**src/hw/pwp_pkg.sv**
```systemverilog
// shared constants, types and helpers of the peripheral write-protect block
package pwp_pkg;
  // register byte offsets
  localparam logic [7:0] OFS_G0_CLR   = 8'h00;
  localparam logic [7:0] OFS_G0_SET   = 8'h04;
  localparam logic [7:0] OFS_G1_CLR   = 8'h10;
  localparam logic [7:0] OFS_G1_SET   = 8'h14;
  localparam logic [7:0] OFS_INT_STAT = 8'h20;
  localparam logic [7:0] OFS_INT_MASK = 8'h24;
  // reset values and implemented protect bits
  localparam logic [31:0] G0_RESET = 32'h0000_0000;
  localparam logic [31:0] G1_RESET = 32'h0000_0002;
  localparam logic [31:0] G0_IMPL  = 32'h0000_007e;
  localparam logic [31:0] G1_IMPL  = 32'h0000_004e;
  // group 0 bit positions
  localparam int G0_POWER_MANAGER        = 1;
  localparam int G0_OSCILLATOR_CTRL      = 2;
  localparam int G0_GENERIC_CLOCK_CTRL   = 3;
  localparam int G0_WATCHDOG_TIMER       = 4;
  localparam int G0_CALENDAR_COUNTER     = 5;
  localparam int G0_EXTERNAL_INTERRUPT   = 6;
  // group 1 bit positions
  localparam int G1_DEBUG_SERVICE_UNIT   = 1;
  localparam int G1_FLASH_MEMORY_CTRL    = 2;
  localparam int G1_PIN_IO_CTRL          = 3;
  localparam int G1_TRACE_BUFFER         = 6;
  // interrupt status bits
  localparam int             INT_DBL_BIT   = 0;
  localparam int             INT_GUARD_BIT = 1;
  localparam logic [31:0]    INT_IMPL      = 32'h0000_0003;
  localparam logic [31:0]    INT_MASK_RST  = 32'h0000_0000;
  // axi responses
  localparam logic [1:0] RESP_OKAY   = 2'h0;
  localparam logic [1:0] RESP_SLVERR = 2'h2;
  localparam logic [1:0] RESP_DECERR = 2'h3;

  typedef enum logic [2:0] {
    SEL_NONE, SEL_G0_CLR, SEL_G0_SET, SEL_G1_CLR, SEL_G1_SET, SEL_STAT, SEL_MASK
  } pwp_sel_t;

  // write check request from the peripheral bus fabric
  typedef struct packed {
    logic       valid;
    logic       grp;
    logic [4:0] idx;
  } pwp_guard_req_t;

  function automatic pwp_sel_t pwp_decode(input logic [7:0] a);
    if (a == OFS_G0_CLR) return SEL_G0_CLR;
    else if (a == OFS_G0_SET) return SEL_G0_SET;
    else if (a == OFS_G1_CLR) return SEL_G1_CLR;
    else if (a == OFS_G1_SET) return SEL_G1_SET;
    else if (a == OFS_INT_STAT) return SEL_STAT;
    else if (a == OFS_INT_MASK) return SEL_MASK;
    else return SEL_NONE;
  endfunction

  function automatic logic [31:0] pwp_lane_mask(input logic [3:0] s);
    return {{8{s[3]}}, {8{s[2]}}, {8{s[1]}}, {8{s[0]}}};
  endfunction
endpackage
```
**src/hw/pwp_group.sv**
```systemverilog
// one group of protect flags with set and clear masks
module pwp_group import pwp_pkg::*; #(
  parameter logic [31:0] RST_VAL = G0_RESET,
  parameter logic [31:0] IMPL    = G0_IMPL
) (
  // clock and reset
  input  wire logic        aclk,
  input  wire logic        aresetn,
  input  wire logic        ce,
  // flag updates
  input  wire logic [31:0] set_m,
  input  wire logic [31:0] clr_m,
  // state
  output logic      [31:0] flags_ff
);
  logic [31:0] nxt_flags;

  // masked update
  // unassigned positions never hold a one
  assign nxt_flags = (flags_ff | set_m) & ~clr_m & IMPL;

  always_ff @(posedge aclk) begin
    if (!aresetn) begin
      flags_ff <= RST_VAL;
    end else if (ce) begin
      flags_ff <= nxt_flags;
    end
  end
endmodule // pwp_group

```
**src/hw/pwp_irq.sv**
```systemverilog
// sticky event status, mask and level interrupt
module pwp_irq import pwp_pkg::*; (
  // clock and reset
  input  wire logic        aclk,
  input  wire logic        aresetn,
  input  wire logic        ce,
  // events and software access
  input  wire logic [31:0] events,
  input  wire logic        rd_clr,
  input  wire logic        mask_we,
  input  wire logic [31:0] mask_wm,
  input  wire logic [31:0] mask_wd,
  // state
  output logic      [31:0] stat_ff,
  output logic      [31:0] mask_ff,
  output logic             irq_ff
);
  logic [31:0] nxt_stat;
  logic [31:0] nxt_mask;

  // an event in the clearing read's cycle survives it
  assign nxt_stat = ((rd_clr ? 32'h0 : stat_ff) | events) & INT_IMPL;
  assign nxt_mask = mask_we ? ((mask_ff & ~mask_wm) | (mask_wd & mask_wm)) & INT_IMPL : mask_ff;

  always_ff @(posedge aclk) begin
    if (!aresetn) begin
      stat_ff <= 32'h0;
      mask_ff <= INT_MASK_RST;
      irq_ff  <= 1'b0;
    end else if (ce) begin
      stat_ff <= nxt_stat;
      mask_ff <= nxt_mask;
      irq_ff  <= |(nxt_stat & nxt_mask);
    end
  end
endmodule // pwp_irq

```
**src/hw/pwp_peripheral_write_protect.sv**
```systemverilog
// peripheral write-protect controller with axi4-lite register slave
//
// Notes on behaviour
// registers take atomic 8-, 16- and 32-bit writes from the master.
// each byte lane and 16-bit half is written alone, other lanes untouched.
// a zero written to a clear-register bit leaves that protect flag as it is.
// a one written to a clear-register bit clears the flag; reads give 1 when protected.
// group 0 clear register resets to 0x000000 with peripherals on bits 1 to 6.
// group 1 clear register resets to 0x000002, debug unit protected at start.
// a one written to a set-register bit sets the same shared protect flag.
// set and clear registers of a group read back the same flag vector.
// a write aimed at a protected peripheral is dropped and answered with an error.
// protecting a protected or unprotecting an unprotected peripheral gives an error.
// unassigned protect positions read zero and ignore writes.
//
// Local design decision: the AXI4-Lite interface to the registers.
module pwp_peripheral_write_protect import pwp_pkg::*; (
  // clock and reset
  input  wire logic           aclk,
  input  wire logic           aresetn,
  input  wire logic           ce,
  // axi4-lite write address
  input  wire logic           s_axi_awvalid,
  output logic                s_axi_awready,
  input  wire logic [7:0]     s_axi_awaddr,
  // axi4-lite write data
  input  wire logic           s_axi_wvalid,
  output logic                s_axi_wready,
  input  wire logic [31:0]    s_axi_wdata,
  input  wire logic [3:0]     s_axi_wstrb,
  // axi4-lite write response
  output logic                s_axi_bvalid,
  input  wire logic           s_axi_bready,
  output logic [1:0]          s_axi_bresp,
  // axi4-lite read
  input  wire logic           s_axi_arvalid,
  output logic                s_axi_arready,
  input  wire logic [7:0]     s_axi_araddr,
  output logic                s_axi_rvalid,
  input  wire logic           s_axi_rready,
  output logic [31:0]         s_axi_rdata,
  output logic [1:0]          s_axi_rresp,
  // peripheral write guard
  input  wire pwp_guard_req_t guard_req,
  output logic                guard_grant,
  output logic                guard_err,
  // protect state and interrupt
  output logic [31:0]         protect_flags_g0,
  output logic [31:0]         protect_flags_g1,
  output logic                irq
);
  logic        awready_ff, wready_ff, arready_ff;
  logic        aw_hold_ff, w_hold_ff;
  logic [7:0]  aw_addr_ff;
  logic [31:0] w_data_ff;
  logic [3:0]  w_strb_ff;
  logic        bvalid_ff, rvalid_ff;
  logic [1:0]  bresp_ff, rresp_ff;
  logic [31:0] rdata_ff;
  logic        guard_grant_ff, guard_err_ff;
  logic [31:0] g0_flags, g1_flags, stat, mask;
  logic        irq_ff;

  // handshakes
  wire aw_fire = s_axi_awvalid & awready_ff;
  wire w_fire  = s_axi_wvalid & wready_ff;
  wire ar_fire = s_axi_arvalid & arready_ff;
  wire b_fire  = bvalid_ff & s_axi_bready;
  wire r_fire  = rvalid_ff & s_axi_rready;
  // both halves of a write are held; act once
  wire wr_go   = aw_hold_ff & w_hold_ff & ~bvalid_ff;

  // write decode
  wire pwp_sel_t    wsel  = pwp_decode(aw_addr_ff);
  wire logic [31:0] lane  = pwp_lane_mask(w_strb_ff);
  wire logic [31:0] wdat  = w_data_ff & lane;
  // lane gating
  wire logic [31:0] g0_clr = (wr_go && wsel == SEL_G0_CLR) ? wdat & G0_IMPL : 32'h0;
  wire logic [31:0] g0_set = (wr_go && wsel == SEL_G0_SET) ? wdat & G0_IMPL : 32'h0;
  wire logic [31:0] g1_clr = (wr_go && wsel == SEL_G1_CLR) ? wdat & G1_IMPL : 32'h0;
  wire logic [31:0] g1_set = (wr_go && wsel == SEL_G1_SET) ? wdat & G1_IMPL : 32'h0;
  // double protect or unprotect
  wire dbl_err = |((g0_set & g0_flags) | (g0_clr & ~g0_flags)
                 | (g1_set & g1_flags) | (g1_clr & ~g1_flags));
  wire unmapped = wsel == SEL_NONE;
  wire logic [1:0] nxt_bresp = unmapped ? RESP_DECERR : (dbl_err ? RESP_SLVERR : RESP_OKAY);

  // read decode
  wire pwp_sel_t rsel = pwp_decode(s_axi_araddr);
  // same vector on set and clear
  wire logic [31:0] rd_word =
      (rsel == SEL_G0_CLR || rsel == SEL_G0_SET) ? g0_flags :
      (rsel == SEL_G1_CLR || rsel == SEL_G1_SET) ? g1_flags :
      (rsel == SEL_STAT) ? stat :
      (rsel == SEL_MASK) ? mask : 32'h0;
  wire logic [1:0] nxt_rresp = (rsel == SEL_NONE) ? RESP_DECERR : RESP_OKAY;

  // guard lookup of the addressed protect flag
  wire logic [31:0] guard_vec = guard_req.grp ? g1_flags : g0_flags;
  wire              guard_prot = guard_vec[guard_req.idx];

  wire logic [31:0] events = ({31'h0, dbl_err} << INT_DBL_BIT)
                           | ({31'h0, guard_req.valid & guard_prot} << INT_GUARD_BIT);

  // group 0 flags
  pwp_group #(.RST_VAL(G0_RESET), .IMPL(G0_IMPL)) u_g0 (
    .aclk     (aclk),
    .aresetn  (aresetn),
    .ce       (ce),
    .set_m    (g0_set),
    .clr_m    (g0_clr),
    .flags_ff (g0_flags)
  );
  // group 1 flags
  pwp_group #(.RST_VAL(G1_RESET), .IMPL(G1_IMPL)) u_g1 (
    .aclk     (aclk),
    .aresetn  (aresetn),
    .ce       (ce),
    .set_m    (g1_set),
    .clr_m    (g1_clr),
    .flags_ff (g1_flags)
  );

  pwp_irq u_irq (
    .aclk    (aclk),
    .aresetn (aresetn),
    .ce      (ce),
    .events  (events),
    .rd_clr  (ar_fire && rsel == SEL_STAT),
    .mask_we (wr_go && wsel == SEL_MASK),
    .mask_wm (lane),
    .mask_wd (w_data_ff),
    .stat_ff (stat),
    .mask_ff (mask),
    .irq_ff  (irq_ff)
  );

  // word capture
  // write channel capture; readies drop after a take, return when the response is taken
  always_ff @(posedge aclk) begin
    if (!aresetn) begin
      awready_ff <= 1'b1;
      wready_ff  <= 1'b1;
      aw_hold_ff <= 1'b0;
      w_hold_ff  <= 1'b0;
      aw_addr_ff <= 8'h0;
      w_data_ff  <= 32'h0;
      w_strb_ff  <= 4'h0;
    end else if (ce) begin
      if (aw_fire) begin
        aw_hold_ff <= 1'b1;
        awready_ff <= 1'b0;
        aw_addr_ff <= s_axi_awaddr;
      end else if (b_fire) begin
        aw_hold_ff <= 1'b0;
        awready_ff <= 1'b1;
      end
      if (w_fire) begin
        w_hold_ff <= 1'b1;
        wready_ff <= 1'b0;
        w_data_ff <= s_axi_wdata;
        w_strb_ff <= s_axi_wstrb;
      end else if (b_fire) begin
        w_hold_ff <= 1'b0;
        wready_ff <= 1'b1;
      end
    end
  end

  // write response
  always_ff @(posedge aclk) begin
    if (!aresetn) begin
      bvalid_ff <= 1'b0;
      bresp_ff  <= RESP_OKAY;
    end else if (ce) begin
      if (wr_go) begin
        bvalid_ff <= 1'b1;
        bresp_ff  <= nxt_bresp;
      end else if (b_fire) begin
        bvalid_ff <= 1'b0;
      end
    end
  end

  // read channel: one outstanding read, data sampled at the address take
  always_ff @(posedge aclk) begin
    if (!aresetn) begin
      arready_ff <= 1'b1;
      rvalid_ff  <= 1'b0;
      rdata_ff   <= 32'h0;
      rresp_ff   <= RESP_OKAY;
    end else if (ce) begin
      if (ar_fire) begin
        arready_ff <= 1'b0;
        rvalid_ff  <= 1'b1;
        rdata_ff   <= rd_word;
        rresp_ff   <= nxt_rresp;
      end else if (r_fire) begin
        arready_ff <= 1'b1;
        rvalid_ff  <= 1'b0;
      end
    end
  end

  // guard verdict one cycle after the request
  always_ff @(posedge aclk) begin
    if (!aresetn) begin
      guard_grant_ff <= 1'b0;
      guard_err_ff   <= 1'b0;
    end else if (ce) begin
      guard_grant_ff <= guard_req.valid & ~guard_prot;
      guard_err_ff   <= guard_req.valid & guard_prot;
    end
  end

  assign s_axi_awready    = awready_ff;
  assign s_axi_wready     = wready_ff;
  assign s_axi_arready    = arready_ff;
  assign s_axi_bvalid     = bvalid_ff;
  assign s_axi_bresp      = bresp_ff;
  assign s_axi_rvalid     = rvalid_ff;
  assign s_axi_rdata      = rdata_ff;
  assign s_axi_rresp      = rresp_ff;
  assign guard_grant      = guard_grant_ff;
  assign guard_err        = guard_err_ff;
  assign protect_flags_g0 = g0_flags;
  assign protect_flags_g1 = g1_flags;
  assign irq              = irq_ff;
endmodule // pwp_peripheral_write_protect

```
**config.mk**
```make
export PLATFORM = sky130hd
export DESIGN_NAME = pwp_peripheral_write_protect
export DESIGN_NICKNAME = d
export VERILOG_FILES = /design/src/hw/pwp_pkg.sv /design/src/hw/pwp_group.sv /design/src/hw/pwp_irq.sv /design/src/hw/pwp_peripheral_write_protect.sv
export SDC_FILE = /design/constraint.sdc
export NUM_CORES = 1
export LEC_CHECK = 0
export BUFFER_PORTS_ARGS = -buffer_cell sky130_fd_sc_hd__buf_2
export CAP_MARGIN = 25
export CORE_ASPECT_RATIO = 0.5
export CORE_UTILIZATION = 59
export DETAILED_ROUTE_END_ITERATION = 12
export PLACE_DENSITY = 0.88
export SETUP_SLACK_MARGIN = 0.1
export SLEW_MARGIN = 20
export SYNTH_ARGS = -nofsm -noshare
export SYNTH_HDL_FRONTEND = slang
export SYNTH_HIERARCHICAL = 1
export SYNTH_SLANG_ARGS = --single-unit
```
**constraint.sdc**
```tcl
create_clock -name aclk -period 4.15 [get_ports aclk]
set_clock_uncertainty 0.15 [all_clocks]
set_input_delay 0.6225 -clock aclk [delete_from_list [all_inputs] [get_ports aclk]]
set_output_delay 0.6225 -clock aclk [all_outputs]
set_load 0.02 [all_outputs]
```
==> flow_summary.json <==
{
  "path_max_fanout": 5,
  "h-tree-depth": 3,
  "vias_per_cell": 5.56,
  "drv_cap": 0,
  "power_uw": 1930,
  "place_inst": 803,
  "holdCritPathClass": "reg2reg",
  "path_buf_inv": 0,
  "ir_worst_vdd_mv": 0.263,
  "grt_pass1_wl_mm": 20.7,
  "drv_slew": 0,
  "maxSlewHeadroom_pct": 47.0,
  "tightest_slew_ns": 0.795,
  "io_pins": 175,
  "r2r_start": "aw_addr_ff[0]$_SDFFE_PN0P_",
  "track_usage_pct": 27.8,
  "drtPass1Iterations": 4,
  "drt_iter0_drc": 322,
  "cp-end-kind": "register",
  "cts_root_buf": "clkbuf_16",
  "crit_family": "simple AND/OR/NAND/NOR gates",
  "most-common-layout-cells": "conb_1 (114), buf_2 (92), a21oi_1 (75), dfxtp_1 (75), nand2_1 (48)",
  "insertion_delay_ns": 0.34,
  "finalSetupViolCount": 0,
  "fin_ws_ns": 1.29,
  "core_area_um2": 8770,
  "avgSynthCellArea_um2": 8.43,
  "min_to": "aw_addr_ff[1]$_SDFFE_PN0P_",
  "cts-buffers-inserted": 9,
  "whs_path_depth": 2,
  "routed_wl_mm": 13.1,
  "grt_max_degree": 49,
  "antenna_cells": 0,
  "overflow": 0,
  "path_clk_slew_ns": 0.07,
  "numPortBuffers": 92,
  "first_global_vias": 4319,
  "wire_per_inst_um": 16.0,
  "crit_slowest_cell": "nor4_1",
  "cts-hold-fix-buffers": 0,
  "status": "finished clean",
  "hpwl_mm": 9.16,
  "drive_gt1_share_pct": 26.4,
  "crit_chain": "or4_1, or2_2, nor4_1, a21boi_1, a311oi_1, a211oi_1, o21a_1",
  "cts_resized": 0,
  "fin_nets": 764,
  "crit_type": "reg2reg",
  "cp_slowest_stage_delay_ns": 0.63,
  "drc": 0,
  "vias": 4553,
  "r2r_setup_slack_ns": 1.29,
  "die_width_um": 137,
  "final.min_clock_period_ns": 2.86,
  "arrival_ns": 2.94,
  "dp_slack_ns": 1.15,
  "cp.required_ns": 4.23,
  "ant_nets": 0,
  "max_freq_mhz": 349,
  "startpoint_type": "register",
  "hold_start": "aw_addr_ff[1]$_SDFFE_PN0P_",
  "die_h_um": 69.5,
  "post_cts_buffers": 0,
  "rsz0062_at_grt": "no",
  "clock_path_buffers": 2,
  "tns_ns": 0,
  "synthCells": 638,
  "mostFrequentLayoutCell": "conb_1",
  "power_leakage_uw": 0.00244,
  "dieArea_um2": 9530,
  "clock_sinks": 75,
  "netlist_area_um2": 5380,
  "reg2regPathDepth": 7,
  "cts_tree": "done",
  "r2r-end": "u_irq/irq_ff$_SDFFE_PN0P_",
  "syn_to_final_growth_pct": 6.37,
  "gp_congestion": 0.873,
  "post-route-period-util_pct": 69.0,
  "finalHoldViolCount": 0,
  "pwr_density_cell_nw_per_um2": 337,
  "start_util_pct": 61.3,
  "rows": 24,
  "fin_cells": 819,
  "yosysWarnings": 6,
  "antenna_found_initial": 0
}
-- through the flow --
| stage | cell area (um2) | hold slack, ns | util [%] |
|---|---|---|---|
| 4_1_cts | 5720 | 0.316 | 65.3 |
| 3_3_place_gp | 5420 | 0.299 | 61.8 |
| 2_1_floorplan | 5800 | 0.288 | - |
| 6_report | 5720 | 0.317 | 65.3 |
| 3_5_place_dp | 5420 | 0.307 | 61.8 |
| 5_1_grt | 5720 | 0.340 | 65.3 |
-- report_power, final --
part	switching (uW)	total, uW	internal (uW)
combinational	227	354	127
sequential	24.8	779	755
clock	364	794	430
-- worst reg2reg max path, cell delays in order, from the launching register on --
cell	delay (ns)
dfxtp_1	0.31
or4_1	0.54
or2_2	0.30
nor4_1	0.63
a21boi_1	0.15
a311oi_1	0.39
a211oi_1	0.08
o21a_1	0.20
-- routing by layer --
layer / GRT usage (%) / vias to the layer above / part of all wire [%]
li1: - / 2178 / -
met1: 36.3 / 2184 / 45
met2: 46.1 / 174 / 47
met3: 5.48 / 17 / 6.4
met4: 9.28 / 0 / 1.5
met5: 0 / - / 0
-- worst max-delay path by stage --
stage,from,end,slack (ns),depth (start not counted)
2_1_floorplan,s_axi_araddr[7],u_irq/irq_ff$_SDFFE_PN0P_,1.33,8
3_3_place_gp,guard_req[0],u_irq/irq_ff$_SDFFE_PN0P_,1.19,9
3_5_place_dp,guard_req[0],u_irq/irq_ff$_SDFFE_PN0P_,1.15,9
4_1_cts,aw_addr_ff[0]$_SDFFE_PN0P_,u_irq/irq_ff$_SDFFE_PN0P_,1.31,7
5_1_grt,aw_addr_ff[0]$_SDFFE_PN0P_,u_irq/irq_ff$_SDFFE_PN0P_,1.13,7
6_report,aw_addr_ff[0]$_SDFFE_PN0P_,u_irq/irq_ff$_SDFFE_PN0P_,1.29,7
-- final cells by class --
type | count | area, um2
Multi-Input combinational cell | 502 | 3220
Fill cell | 755 | 3050
Sequential cell | 75 | 1500
Timing Repair Buffer | 101 | 528
Clock buffer | 9 | 225
Tap cell | 117 | 146
Clock inverter | 7 | 73.8
Inverter | 8 | 30.0
-- flip-flops by register name, summed over array words and instances, names as in the netlist, 2 cells and up --
name	cells
u_g1/flags_ff	4
u_irq/mask_ff	2
aw_addr_ff	8
u_g0/flags_ff	6
s_axi_bresp	2
u_irq/stat_ff	2
w_data_ff	7
s_axi_rdata	32
Power figures use the tool's default switching activity.
